<file path="src/async_queue_pkg.sv">
// Constants for the host access block of the asynchronous packet queues.
// Assumes a 32-bit classic Wishbone register bus and byte addresses.
package async_queue_pkg;

  localparam int ADDR_WIDTH = 8;
  localparam int DATA_WIDTH = 32;
  localparam int FLAG_WIDTH = 17;

  // Register byte offsets
  localparam logic [7:0] TX_REQUEST_NEXT_QUADLET  = 8'h88;
  localparam logic [7:0] TX_REQUEST_LAST_QUADLET  = 8'h8C;
  localparam logic [7:0] TX_RESPONSE_NEXT_QUADLET = 8'h90;
  localparam logic [7:0] TX_RESPONSE_LAST_QUADLET = 8'h94;
  localparam logic [7:0] RX_REQUEST_QUADLET       = 8'h98;
  localparam logic [7:0] RX_RESPONSE_QUADLET      = 8'h9C;
  localparam logic [7:0] ASYNC_EVENT_FLAGS        = 8'hA0;
  localparam logic [7:0] ASYNC_EVENT_ENABLES      = 8'hA4;

  // Reset values
  localparam logic [31:0] RX_QUADLET_RESET = 32'h0000_0000;
  localparam logic [16:0] FLAGS_RESET      = 17'h00C00;
  localparam logic [16:0] ENABLES_RESET    = 17'h00000;

  // Bit positions in async_event_flags
  localparam int RX_RESPONSE_BECAME_FULL    = 16;
  localparam int RX_REQUEST_BECAME_FULL     = 15;
  localparam int SELF_ID_QUADLET_PRESENT    = 14;
  localparam int RX_RESPONSE_FINAL_QUADLET  = 13;
  localparam int RX_REQUEST_FINAL_QUADLET   = 12;
  localparam int RX_RESPONSE_READ_ERROR     = 11;
  localparam int RX_REQUEST_READ_ERROR      = 10;
  localparam int RESPONSE_QUADLET_AVAILABLE = 9;
  localparam int REQUEST_QUADLET_AVAILABLE  = 8;
  localparam int SPLIT_TIMEOUT              = 7;
  localparam int SOLICITED_RESPONSE_ARRIVED = 6;
  localparam int TX_RESPONSE_BECAME_FULL    = 5;
  localparam int TX_REQUEST_BECAME_FULL     = 4;
  localparam int TX_RESPONSE_WRITE_ERROR    = 3;
  localparam int TX_REQUEST_WRITE_ERROR     = 2;
  localparam int RESPONSE_QUEUE_WRITTEN     = 1;
  localparam int REQUEST_QUEUE_WRITTEN      = 0;

endpackage : async_queue_pkg

</file>
<file path="src/async_queue_host_access.sv">
// Host register access to the asynchronous transmit and receive queues.
// Assumes queue engines on the same clock with valid/ready handshakes and
// a classic Wishbone master; every request is acknowledged one cycle later.
// Operation
// - Write to request-next pushes word as first or middle request quadlet.
// - Write to request-last pushes the word as final request quadlet.
// - Write to response-next pushes word as first or middle response quadlet.
// - Write to response-last pushes the word as final response quadlet.
// - Request write clears request-written until quadlet is queued.
// - Response write clears response-written until quadlet is queued.
// - Reading rx request returns quadlet, clears available flag; resets zero.
// - Reading rx response returns quadlet and clears its available flag.
// - Event flags reset to 0x00000C00; upper unused bits read zero.
// - Bits 16 and 15 latch on rx queue full; write one clears.
// - Bit 14 marks self-ID quadlet after bus reset; clears on read.
// - Bits 13 and 12 mark final quadlet; clear when read.
// - Bits 11 and 10 set on read error or bus reset; block reads.
// - Bits 9 and 8 mark quadlet available; clear when read.
// - Bit 7 latches on split response timeout; write one clears.
// - Bit 6 latches on solicited response in time; write one clears.
// - Bits 5 and 4 latch on tx queue full; write one clears.
// - Bits 3 and 2 latch on tx write error; write one clears.
// - Bits 1 and 0 set when transfer register emptied; write one clears.
// - Enable register gates each flag bit onto the host interrupt.
//
// The Wishbone interface to the registers was chosen for this implementation.
module async_queue_host_access #(
  parameter int ADDR_WIDTH = async_queue_pkg::ADDR_WIDTH
) (
  input  wire logic                  clk_i,
  input  wire logic                  rst_i,
  input  wire logic                  cyc_i,
  input  wire logic                  stb_i,
  input  wire logic                  we_i,
  input  wire logic [ADDR_WIDTH-1:0] adr_i,
  input  wire logic [3:0]            sel_i,
  input  wire logic [31:0]           dat_i,
  output logic      [31:0]           dat_o,
  output logic                       ack_o,
  output logic      [31:0]           treq_data_o,
  output logic                       treq_last_o,
  output logic                       treq_valid_o,
  input  wire logic                  treq_ready_i,
  output logic      [31:0]           trsp_data_o,
  output logic                       trsp_last_o,
  output logic                       trsp_valid_o,
  input  wire logic                  trsp_ready_i,
  input  wire logic [31:0]           rx_request_quadlet_data_i,
  input  wire logic                  rx_request_quadlet_last_i,
  input  wire logic                  rx_request_quadlet_self_id_i,
  input  wire logic                  rx_request_quadlet_valid_i,
  output logic                       rx_request_quadlet_ready_o,
  input  wire logic [31:0]           rx_response_quadlet_data_i,
  input  wire logic                  rx_response_quadlet_last_i,
  input  wire logic                  rx_response_quadlet_valid_i,
  output logic                       rx_response_quadlet_ready_o,
  input  wire logic                  tx_request_full_i,
  input  wire logic                  tx_response_full_i,
  input  wire logic                  rx_request_full_i,
  input  wire logic                  rx_response_full_i,
  input  wire logic                  rx_request_rd_error_i,
  input  wire logic                  rx_response_rd_error_i,
  input  wire logic                  bus_reset_i,
  input  wire logic                  split_timeout_i,
  input  wire logic                  solicited_response_i,
  output logic                       irq_o
);

  typedef struct packed {
    logic        ack;
    logic [31:0] rdata;
    logic [31:0] treq_data;
    logic        treq_last;
    logic        treq_valid;
    logic [31:0] trsp_data;
    logic        trsp_last;
    logic        trsp_valid;
    logic [31:0] rx_request_quadlet_data;
    logic [31:0] rx_response_quadlet_data;
    logic        rx_request_quadlet_ready;
    logic        rx_response_quadlet_ready;
    logic [16:0] flags;
    logic [16:0] enables;
    logic [3:0]  full_prev;
    logic        self_id_window;
    logic        irq;
  } state_type;

  state_type state_reg;
  state_type state_next;

  // Word-aligned register match on the byte address
  function automatic logic hit(input logic [ADDR_WIDTH-1:0] adr,
                               input logic [7:0]            offset);
    hit = (adr[ADDR_WIDTH-1:2] == offset[ADDR_WIDTH-1:2]);
  endfunction : hit

  function automatic logic [31:0] lanes(input logic [3:0] sel);
    lanes = {{8{sel[3]}}, {8{sel[2]}}, {8{sel[1]}}, {8{sel[0]}}};
  endfunction : lanes

  // Flags cleared by writing one; the others clear only on read
  localparam logic [16:0] FLAGS_W1C_MASK = 17'h18CFF;

  logic        req;
  logic        wr;
  logic        rd;
  logic [16:0] set_bits;
  logic [16:0] clr_bits;
  logic [3:0]  full_now;
  logic [3:0]  full_rise;
  logic [31:0] lane_mask;

  always_comb
  begin
    state_next       = state_reg;
    state_next.ack   = 1'b0;
    state_next.rdata = 32'h0000_0000;
    req      = cyc_i && stb_i && !state_reg.ack;
    wr       = req && we_i;
    rd       = req && !we_i;
    set_bits = 17'h00000;
    clr_bits = 17'h00000;
    lane_mask = lanes(sel_i);
    full_now = {rx_response_full_i, rx_request_full_i,
                tx_response_full_i, tx_request_full_i};
    full_rise = full_now & ~state_reg.full_prev;
    state_next.full_prev = full_now;
    state_next.ack = req;

    // Transfer registers emptied into their queues
    if (state_reg.treq_valid && treq_ready_i)
    begin
      state_next.treq_valid = 1'b0;
      set_bits[async_queue_pkg::REQUEST_QUEUE_WRITTEN] = 1'b1;
    end
    if (state_reg.trsp_valid && trsp_ready_i)
    begin
      state_next.trsp_valid = 1'b0;
      set_bits[async_queue_pkg::RESPONSE_QUEUE_WRITTEN] = 1'b1;
    end

    // A write while the quadlet has not moved yet is dropped as an error
    if (wr && (hit(adr_i, async_queue_pkg::TX_REQUEST_NEXT_QUADLET) ||
               hit(adr_i, async_queue_pkg::TX_REQUEST_LAST_QUADLET)))
    begin
      if (state_reg.treq_valid)
      begin
        set_bits[async_queue_pkg::TX_REQUEST_WRITE_ERROR] = 1'b1;
      end
      else
      begin
        state_next.treq_data  = dat_i;
        state_next.treq_valid = 1'b1;
        state_next.treq_last  =
          hit(adr_i, async_queue_pkg::TX_REQUEST_LAST_QUADLET);
        clr_bits[async_queue_pkg::REQUEST_QUEUE_WRITTEN] = 1'b1;
      end
    end
    if (wr && (hit(adr_i, async_queue_pkg::TX_RESPONSE_NEXT_QUADLET) ||
               hit(adr_i, async_queue_pkg::TX_RESPONSE_LAST_QUADLET)))
    begin
      if (state_reg.trsp_valid)
      begin
        set_bits[async_queue_pkg::TX_RESPONSE_WRITE_ERROR] = 1'b1;
      end
      else
      begin
        state_next.trsp_data  = dat_i;
        state_next.trsp_valid = 1'b1;
        state_next.trsp_last  =
          hit(adr_i, async_queue_pkg::TX_RESPONSE_LAST_QUADLET);
        clr_bits[async_queue_pkg::RESPONSE_QUEUE_WRITTEN] = 1'b1;
      end
    end

    // Receive transfer registers load only when empty and not blocked
    if (bus_reset_i)
    begin
      state_next.self_id_window = 1'b1;
      set_bits[async_queue_pkg::RX_REQUEST_READ_ERROR]  = 1'b1;
      set_bits[async_queue_pkg::RX_RESPONSE_READ_ERROR] = 1'b1;
    end
    if (state_reg.rx_request_quadlet_ready && rx_request_quadlet_valid_i)
    begin
      state_next.rx_request_quadlet_data = rx_request_quadlet_data_i;
      set_bits[async_queue_pkg::REQUEST_QUADLET_AVAILABLE] = 1'b1;
      set_bits[async_queue_pkg::RX_REQUEST_FINAL_QUADLET] =
        rx_request_quadlet_last_i;
      // Self-ID marking is only honoured in the window after a bus reset
      set_bits[async_queue_pkg::SELF_ID_QUADLET_PRESENT] =
        rx_request_quadlet_self_id_i && state_reg.self_id_window;
      if (!rx_request_quadlet_self_id_i)
      begin
        state_next.self_id_window = 1'b0;
      end
    end
    if (state_reg.rx_response_quadlet_ready && rx_response_quadlet_valid_i)
    begin
      state_next.rx_response_quadlet_data = rx_response_quadlet_data_i;
      set_bits[async_queue_pkg::RESPONSE_QUADLET_AVAILABLE] = 1'b1;
      set_bits[async_queue_pkg::RX_RESPONSE_FINAL_QUADLET] =
        rx_response_quadlet_last_i;
    end
    set_bits[async_queue_pkg::RX_REQUEST_READ_ERROR] =
      set_bits[async_queue_pkg::RX_REQUEST_READ_ERROR] ||
      rx_request_rd_error_i;
    set_bits[async_queue_pkg::RX_RESPONSE_READ_ERROR] =
      set_bits[async_queue_pkg::RX_RESPONSE_READ_ERROR] ||
      rx_response_rd_error_i;
    set_bits[async_queue_pkg::TX_REQUEST_BECAME_FULL]  = full_rise[0];
    set_bits[async_queue_pkg::TX_RESPONSE_BECAME_FULL] = full_rise[1];
    set_bits[async_queue_pkg::RX_REQUEST_BECAME_FULL]  = full_rise[2];
    set_bits[async_queue_pkg::RX_RESPONSE_BECAME_FULL] = full_rise[3];
    set_bits[async_queue_pkg::SPLIT_TIMEOUT] = split_timeout_i;
    set_bits[async_queue_pkg::SOLICITED_RESPONSE_ARRIVED] =
      solicited_response_i;

    // Register reads; a blocked queue returns zero and keeps its flags
    if (rd)
    begin
      if (hit(adr_i, async_queue_pkg::RX_REQUEST_QUADLET) &&
          !state_reg.flags[async_queue_pkg::RX_REQUEST_READ_ERROR])
      begin
        state_next.rdata = state_reg.rx_request_quadlet_data;
        clr_bits[async_queue_pkg::REQUEST_QUADLET_AVAILABLE] = 1'b1;
        clr_bits[async_queue_pkg::RX_REQUEST_FINAL_QUADLET]  = 1'b1;
        clr_bits[async_queue_pkg::SELF_ID_QUADLET_PRESENT]   = 1'b1;
      end
      if (hit(adr_i, async_queue_pkg::RX_RESPONSE_QUADLET) &&
          !state_reg.flags[async_queue_pkg::RX_RESPONSE_READ_ERROR])
      begin
        state_next.rdata = state_reg.rx_response_quadlet_data;
        clr_bits[async_queue_pkg::RESPONSE_QUADLET_AVAILABLE] = 1'b1;
        clr_bits[async_queue_pkg::RX_RESPONSE_FINAL_QUADLET]  = 1'b1;
      end
      if (hit(adr_i, async_queue_pkg::ASYNC_EVENT_FLAGS))
      begin
        state_next.rdata = {15'h0000, state_reg.flags};
      end
      if (hit(adr_i, async_queue_pkg::ASYNC_EVENT_ENABLES))
      begin
        state_next.rdata = {15'h0000, state_reg.enables};
      end
    end

    // Write-one-to-clear on the sticky bits; auto-clearing bits ignore it
    if (wr && hit(adr_i, async_queue_pkg::ASYNC_EVENT_FLAGS))
    begin
      clr_bits = clr_bits | (dat_i[16:0] & lane_mask[16:0] & FLAGS_W1C_MASK);
    end
    if (wr && hit(adr_i, async_queue_pkg::ASYNC_EVENT_ENABLES))
    begin
      state_next.enables = (state_reg.enables & ~lane_mask[16:0]) |
                           (dat_i[16:0] & lane_mask[16:0]);
    end

    // A hardware event in the cycle of its clear is kept
    state_next.flags = (state_reg.flags & ~clr_bits) | set_bits;
    state_next.rx_request_quadlet_ready =
      !state_next.flags[async_queue_pkg::REQUEST_QUADLET_AVAILABLE] &&
      !state_next.flags[async_queue_pkg::RX_REQUEST_READ_ERROR];
    state_next.rx_response_quadlet_ready =
      !state_next.flags[async_queue_pkg::RESPONSE_QUADLET_AVAILABLE] &&
      !state_next.flags[async_queue_pkg::RX_RESPONSE_READ_ERROR];
    state_next.irq = |(state_next.flags & state_next.enables);
  end

  always_ff @(posedge clk_i)
  begin
    if (rst_i)
    begin
      state_reg           <= '0;
      state_reg.rx_request_quadlet_data <= async_queue_pkg::RX_QUADLET_RESET;
      state_reg.rx_response_quadlet_data <= async_queue_pkg::RX_QUADLET_RESET;
      state_reg.flags     <= async_queue_pkg::FLAGS_RESET;
      state_reg.enables   <= async_queue_pkg::ENABLES_RESET;
    end
    else
    begin
      state_reg <= state_next;
    end
  end

  assign dat_o        = state_reg.rdata;
  assign ack_o        = state_reg.ack;
  assign treq_data_o  = state_reg.treq_data;
  assign treq_last_o  = state_reg.treq_last;
  assign treq_valid_o = state_reg.treq_valid;
  assign trsp_data_o  = state_reg.trsp_data;
  assign trsp_last_o  = state_reg.trsp_last;
  assign trsp_valid_o = state_reg.trsp_valid;
  assign rx_request_quadlet_ready_o = state_reg.rx_request_quadlet_ready;
  assign rx_response_quadlet_ready_o = state_reg.rx_response_quadlet_ready;
  assign irq_o        = state_reg.irq;

  logic wr_req_next;
  logic wr_req_last;
  logic wr_rsp_any;
  logic rd_rx_request_quadlet;
  assign wr_req_next = cyc_i && stb_i && we_i && !ack_o &&
    hit(adr_i, async_queue_pkg::TX_REQUEST_NEXT_QUADLET);
  assign wr_req_last = cyc_i && stb_i && we_i && !ack_o &&
    hit(adr_i, async_queue_pkg::TX_REQUEST_LAST_QUADLET);
  assign wr_rsp_any = cyc_i && stb_i && we_i && !ack_o &&
    (hit(adr_i, async_queue_pkg::TX_RESPONSE_NEXT_QUADLET) ||
     hit(adr_i, async_queue_pkg::TX_RESPONSE_LAST_QUADLET));
  assign rd_rx_request_quadlet = cyc_i && stb_i && !we_i && !ack_o &&
    hit(adr_i, async_queue_pkg::RX_REQUEST_QUADLET);

  a_push_req_next: assert property (@(posedge clk_i) disable iff (rst_i)
    wr_req_next && !treq_valid_o |=> treq_valid_o && !treq_last_o &&
      treq_data_o == $past(dat_i))
    else $error("request next quadlet not pushed");

  a_push_req_last: assert property (@(posedge clk_i) disable iff (rst_i)
    wr_req_last && !treq_valid_o |=> treq_valid_o && treq_last_o)
    else $error("request last quadlet not marked final");

  a_push_rsp_word: assert property (@(posedge clk_i) disable iff (rst_i)
    wr_rsp_any && !trsp_valid_o |=> trsp_valid_o &&
      trsp_data_o == $past(dat_i))
    else $error("response quadlet not pushed");

  a_req_written_clear: assert property (@(posedge clk_i)
    disable iff (rst_i)
    wr_req_next && !treq_valid_o |=>
      !state_reg.flags[async_queue_pkg::REQUEST_QUEUE_WRITTEN]
      until (treq_valid_o && treq_ready_i))
    else $error("request written flag not held clear");

  a_req_written_set: assert property (@(posedge clk_i)
    disable iff (rst_i)
    treq_valid_o && treq_ready_i |=> !treq_valid_o &&
      state_reg.flags[async_queue_pkg::REQUEST_QUEUE_WRITTEN])
    else $error("request written flag not set on move");

  a_rx_request_quadlet_read: assert property (@(posedge clk_i) disable iff (rst_i)
    rd_rx_request_quadlet && state_reg.flags[async_queue_pkg::REQUEST_QUADLET_AVAILABLE] &&
      !state_reg.flags[async_queue_pkg::RX_REQUEST_READ_ERROR] |=>
      ack_o && dat_o == $past(state_reg.rx_request_quadlet_data) &&
      !state_reg.flags[async_queue_pkg::REQUEST_QUADLET_AVAILABLE])
    else $error("rx request read did not return and clear");

  a_flags_reset: assert property (@(posedge clk_i) disable iff (rst_i)
    $fell(rst_i) |-> state_reg.flags == async_queue_pkg::FLAGS_RESET)
    else $error("event flags wrong after reset");

  a_rx_full_latch: assert property (@(posedge clk_i) disable iff (rst_i)
    $rose(rx_response_full_i) |=>
      state_reg.flags[async_queue_pkg::RX_RESPONSE_BECAME_FULL])
    else $error("rx response full not latched");

  a_err_blocks: assert property (@(posedge clk_i) disable iff (rst_i)
    state_reg.flags[async_queue_pkg::RX_REQUEST_READ_ERROR] |-> !rx_request_quadlet_ready_o)
    else $error("blocked request queue still accepts");

  a_timeout_latch: assert property (@(posedge clk_i) disable iff (rst_i)
    split_timeout_i |=> state_reg.flags[async_queue_pkg::SPLIT_TIMEOUT])
    else $error("timeout not latched");

  a_ack_single: assert property (@(posedge clk_i) disable iff (rst_i)
    cyc_i && stb_i && !ack_o |=> ack_o ##1 !ack_o)
    else $error("ack not a single cycle after request");

  c_req_packet: cover property (@(posedge clk_i) disable iff (rst_i)
    wr_req_next ##[1:50] wr_req_last);
  c_rx_request_quadlet_read: cover property (@(posedge clk_i) disable iff (rst_i)
    rx_request_quadlet_valid_i && rx_request_quadlet_ready_o ##[1:20] rd_rx_request_quadlet);
  c_bus_reset: cover property (@(posedge clk_i) disable iff (rst_i)
    bus_reset_i);
  c_irq: cover property (@(posedge clk_i) disable iff (rst_i) $rose(irq_o));

endmodule : async_queue_host_access

</file>
<file path="config.mk">
export PLATFORM = sky130hd
export DESIGN_NAME = async_queue_host_access
export DESIGN_NICKNAME = d
export VERILOG_FILES = /design/src/async_queue_pkg.sv /design/src/async_queue_host_access.sv
export SDC_FILE = /design/constraint.sdc
export NUM_CORES = 1
export LEC_CHECK = 0
export BUFFER_PORTS_ARGS = -buffer_cell sky130_fd_sc_hd__buf_2
export CORE_MARGIN = 1
export CORE_UTILIZATION = 45
export DETAILED_ROUTE_END_ITERATION = 10
export HOLD_SLACK_MARGIN = 0.15
export PLACE_DENSITY = 0.73
export SLEW_MARGIN = 20
export SYNTH_ARGS = -nofsm -noshare
export SYNTH_HDL_FRONTEND = slang
export SYNTH_SLANG_ARGS = --single-unit
</file>
<file path="constraint.sdc">
create_clock -name clk_i -period 1.65 [get_ports clk_i]
set_input_delay 0.33 -clock clk_i [delete_from_list [all_inputs] [get_ports clk_i]]
set_output_delay 0.33 -clock clk_i [all_outputs]
set_load 0.01 [all_outputs]
</file>
# Word level (Yosys, flattened, before mapping)
# Index checks and enable logic that the tools add are counted.
[word_totals] ramBits=0 latchBits=0 elab_cells=109 output_inout_bits=104 romBits=0 mem_count=0 in_bits=129 reg_bits=207
[classes] eq_ne=8 n_mux=35 div_mod_pow=0 magnitude_cmp=0 bitwise=14 n_reduce_logical=34 shift=0 mul=0 add_sub_neg=0
[ops] cell="17-bit bitwise AND" count=4
[ops] cell="17-bit 2-to-1 mux" count=4
[ops] cell="32-bit 2-to-1 mux" count=2
[ops] cell="6-bit equality test, second input constant" count=8
[ops] cell="17-bit inverter" count=2
[ops] cell="17-bit OR" count=2
[ops] cell="1-bit 2-to-1 mux" count=26
[ops] cell="1-bit logical AND" count=17
[ops] cell="15-bit by 17-bit OR with 17-bit output" count=1
[ops] cell="17-bit OR reduction" count=1
[ops] cell="1-bit zero test" count=8
[ops] cell="4-bit bitwise AND" count=1
[ops] cell="1-bit logical OR" count=4
[ops] cell="2-bit 2-to-1 mux" count=2
[ops] cell="4-bit inverter" count=1
[ops] cell="2-bit AND reduction" count=2
[ops] cell="4-bit OR reduction" count=1
[ops] cell="3-bit 2-to-1 mux" count=1
[ops] cell="1-bit inverter" count=3
[ops] cell="2-bit OR reduction" count=1

# Logic depth before layout (Yosys ltp)
[logic_depth] word_depth=12 ltp_mapped=8 mapped_depth_nobuf=6

# Worst setup path before layout
# OpenSTA, ideal clock, no wires.
[synth_timing] kind="register -> register" from="reg state_reg, in the netlist ack_o" to="reg state_reg, in the netlist irq_o" slack_ns=-0.186 arrival_ns=1.704 stages_incl_launch_ff=9 synth_period_minus_slack_ns=1.836 n_path_buf=2 setup_time_ns=0.133 t_required_ns=1.517 cell_sequence="dfxtp_1 -> and4b_1 -> buf_2 -> buf_4 -> nand4_1 -> nor3b_1 -> o32ai_1 -> nor4_1 -> a31oi_1"
[synth_between] elab_chain_cells=12 word_cells_on_any_way=22 cone_classes="mux (8); bitwise (5); reduce/logical (9)"
[synth_lines] element="from (decl)" line_no="async_queue_host_access.sv:89" rtl="state_type state_reg;"
[synth_lines] element="from (signal assigned)" line_no="async_queue_host_access.sv:281" rtl="state_reg <= state_next;"
[synth_lines] element="1-bit zero test (*)"
[synth_lines] element="1-bit logical AND (*)" line_no="async_queue_host_access.sv:119" rtl="req = cyc_i && stb_i && !state_reg.ack;"
[synth_lines] element="1-bit logical AND" line_no="async_queue_host_access.sv:120" rtl="wr = req && we_i;"
[synth_lines] element="1-bit logical AND (on tied branches)" line_no="async_queue_host_access.sv:144, async_queue_host_access.sv:160"
[synth_lines] element="1-bit 2-to-1 mux (on tied branches)" line_no="async_queue_host_access.sv:144, async_queue_host_access.sv:160"
[synth_lines] element="15-bit by 17-bit OR with 17-bit output" line_no="async_queue_host_access.sv:250" rtl="clr_bits = clr_bits | (dat_i[16:0] & lane_mask[16:0] & FLAGS_W1C_MASK);"
[synth_lines] element="17-bit 2-to-1 mux" line_no="async_queue_host_access.sv:248" rtl="if (wr && hit(adr_i, async_queue_pkg::ASYNC_EVENT_FLAGS))"
[synth_lines] element="17-bit inverter" line_no="async_queue_host_access.sv:259" rtl="state_next.flags = (state_reg.flags & ~clr_bits) | set_bits;"
[synth_lines] element="17-bit bitwise AND" line_no="async_queue_host_access.sv:259"
[synth_lines] element="17-bit OR" line_no="async_queue_host_access.sv:259"
[synth_lines] element="17-bit bitwise AND (*)" line_no="async_queue_host_access.sv:266" rtl="state_next.irq = |(state_next.flags & state_next.enables);"
[synth_lines] element="17-bit OR reduction (*)" line_no="async_queue_host_access.sv:266"
# Mark *: on every way between the ends. The rest lies on a longest branch, timed or not.
# A chain may end at the register's enable or synchronous reset.

# Worst setup path in the final report
# Same ends and word-level chain as after synthesis.

==> flow_metrics.env <==
export IMPL_areaGrowthSynthToFinish_pct=45.03
export IMPL_chipHeight_um=138.6
export IMPL_die_x_um=138.6
export IMPL_worst_ir_drop_vdd_mv=0.7951
export IMPL_maxCapViolCount=0
export IMPL_r2r_worst_path_cells=8
export IMPL_clk_insertion_delay_late_ps=520
export IMPL_post_synth_num_cell_types=43
export IMPL_synthesis_area_mm2=0.008394
export IMPL_endpoint="irq_o"
export IMPL_ys_async_sr_fraction_pct=0
export IMPL_detail_route_first_pass_iterations=11
export IMPL_grt_antenna_before_repair=1
export IMPL_drt_wirelength_per_cell_um=17.65
export IMPL_cts_htree_levels=1
export IMPL_critical_path_max_fanout=6
export IMPL_layout_setup_ws_ps=-329.4
export IMPL_dp_slack_ps=-489.5
export IMPL_final_max_slew_viol_count=0
export IMPL_grt_remaining_overflow=0
export IMPL_highest_layer="met4"
export IMPL_syn_inst=1008
export IMPL_criticalPathCategory="reg2reg"
export IMPL_post_route_cells_drive_above_1_share_pct=36.93
export IMPL_detail_route_wirelength_mm=27.15
export IMPL_critical_path_reg2reg_startpoint="ack_o"
export IMPL_total_leakage_power_nw=5.138
export IMPL_required_ps=2030
export IMPL_drtAntennaViolNets=0
export IMPL_clk_pin_slew_ps=60
export IMPL_grt_start_max_net_pins=97
export IMPL_ys_flop_type="dfxtp_1"
export IMPL_tritoncts_num_sinks=207
export IMPL_final_period_utilization_pct=120.0
export IMPL_synth_ff_latch_count=207
export IMPL_yosysSeqAreaShare_pct=49.37
export IMPL_grt_pass1_vias=7657
export IMPL_clock_skew_final_ps=17.63
export IMPL_max_slew_margin_rel_pct=64.79
export IMPL_crit_arrival_ps=2350
export IMPL_flip_flop_count_of_the_largest_register_after_layout=103
export IMPL_synthesis_nets=1137
export IMPL_met1Wirelength_mm=11.05
export IMPL_route_detailed_vias_per_inst=5.349
export IMPL_cts_max_path_buffers=3
export IMPL_synthesis_yosys_warnings=0
export IMPL_power_density_mw_per_mm2=858.4
export IMPL_gpl_final_weighted_congestion=0.8677
export IMPL_number_of_enable_flip_flop_cells_after_synthesis=0
export IMPL_worst_setup_path_end_kind="register"
export IMPL_most_frequent_cells_in_the_layout="232 x nand2_1, 228 x buf_2, 206 x dfxtp_1"
export IMPL_most_frequent_standard_cell_in_the_layout_excluding_fill_and_tap_cells="nand2_1"
export IMPL_drt_iter0_drc=459
export IMPL_reg2reg_to="irq_o"
export IMPL_area_of_the_placeable_core_mm2=0.01815
export IMPL_timing_fmax_ghz=0.5052
export IMPL_tritoncts_num_buffers=22
export IMPL_detailed_place_hpwl_mm=15.84
export IMPL_result_of_the_run="complete, but fails checks"
export IMPL_r2r_setup_slack_ps=-330
export IMPL_remaining_drc_errors=13
export IMPL_report_final_hold_viol_count=0
export IMPL_cts_root_buf="clkbuf_16"
export IMPL_route_vias_total=8227
export IMPL_total_power_w=0.01045
export IMPL_violations_in_the_final_reports="design-rule violations, negative setup slack"
export IMPL_post_layout_nets=1427
export IMPL_wire_length_of_the_first_global_routing_pass_mm=39.19
export IMPL_setup_worst_path_start="ack_o"
export IMPL_timing_final_setup_violations=71
export IMPL_wl_met3_mm=1.585
export IMPL_gr_usage_all_layers_pct=25.49
export IMPL_place_port_buffers=229
export IMPL_ios=233
export IMPL_cts_tree="built"
export IMPL_worst_setup_path_start_kind="register"
export IMPL_total_die_area_mm2=0.01920
export IMPL_timing_worst_slew_pin_value_ps=528.2
export IMPL_timing_final_crit_period_ps=1979
export IMPL_min_path_type="in2reg"
export IMPL_postSynthAreaPerCell_um2=8.328
export IMPL_met2_length_mm=13.20
export IMPL_initial_utilization_pct=46.26
export IMPL_grt_setup_unrepaired="true"
export IMPL_placementRows=49
## layer usage
metal	vias up	GRT usage (%)
met4	0	12.54
met1	3879	31.24
met2	389	44.24
met5	-	0
li1	3853	-
met3	106	3.246
## cell families (layout without fill, tap and decap cells)
group	Yosys count	in the layout	share of synthesized area [%]
and+or+nand+nor	403	403	20.87
DFF	207	207	49.37
AOI/OAI and AO/OA	197	197	13.62
buffers and inverters	169	469	12.09
muxes	32	32	4.054
other	0	1	0
## where the power goes
part / leakage, nW / switching (W) / internal, W / total [W]
clock: 0.327 / 0.00192 / 0.00272 / 0.00465
combinational: 3.14 / 0.000360 / 0.000409 / 0.000770
sequential: 1.67 / 0.0000115 / 0.00502 / 0.00503
total: 5.14 / 0.00230 / 0.00815 / 0.0105
## layout make-up
type                    count  area, µm²
multi-input cells         632       3839
clock buffers              30      610.6
well taps                 229      286.5
clock inverters             4      56.30
fillers                  1364       5973
diodes                      1      2.502
repair buffers            426       3201
flip-flops and latches    207       4145
inverters                   9      33.78
## critical path, stage by stage (launching register included)
cell and delay, ps:
dfxtp_2 320, and4b_2 300, buf_12 130, nand4_4 150
buf_4 190, mux2i_2 230, o22ai_2 130, nor4_2 270
a31oi_1 120
## worst min-delay path by stage
stage                            endpoint             startpoint  depth (start not counted)
final                       state_reg[33]  rx_request_rd_error_i                          4
after global routing        state_reg[33]  rx_request_rd_error_i                          4
after CTS                   state_reg[29]   solicited_response_i                          3
after detailed placement  treq_data_o[29]        treq_data_o[29]                          2
after global placement    trsp_data_o[18]        trsp_data_o[18]                          2
after floorplan             state_reg[42]          state_reg[42]                          2
## cells in the mapped netlist, types with 2 or more instances
library cell	count	area (µm²)
a222oi_1	17	170.2
or2_2	2	12.51
o22ai_1	6	37.54
nor2b_1	13	81.33
mux2_2	16	180.2
nor3b_1	5	37.54
nand3_1	4	20.02
buf_1	2	7.510
inv_1	9	33.78
nor2_1	64	240.2
o211ai_1	2	15.01
nand2_1	268	1006
nor3_1	7	35.03
nand2b_1	6	37.54
dfxtp_1	207	4144
nor4_1	2	12.51
buf_2	7	35.03
o21ai_0	5	25.02
a21oi_1	145	725.7
mux2i_1	16	160.2
clkbuf_1	53	198.9
nand4_1	8	50.05
and3b_1	6	52.55
or3_1	2	12.51
a22oi_1	16	120.1
and2_1	7	43.79
buf_4	97	728.2
## timing repair
action | 4_1_cts | 5_1_grt
resized for setup | 17 | 146
buffers inserted | 5 | 11
pin swaps | 6 | 70
gates cloned | 2 | 5
hold endpoints to repair | 135 | 0
endpoints found under the setup margin | 71 | 81
hold buffers | 105 | 0
## metrics by stage
step                      area, µm²  std cells  util, %  hold WS [ps]  setup TNS, ps
after floorplan                8423       1008        -         435.7         -145.8
after global placement         9558       1377    52.67         438.1         -35070
after CTS                     11430       1523    63.01         158.8         -10750
after detailed placement       9558       1377    52.67         443.2         -37580
final                         12170       1538    67.08         176.2         -13110
after global routing          12170       1538    67.08         175.0         -17460
No activity file was read; power rests on OpenSTA's default activity.
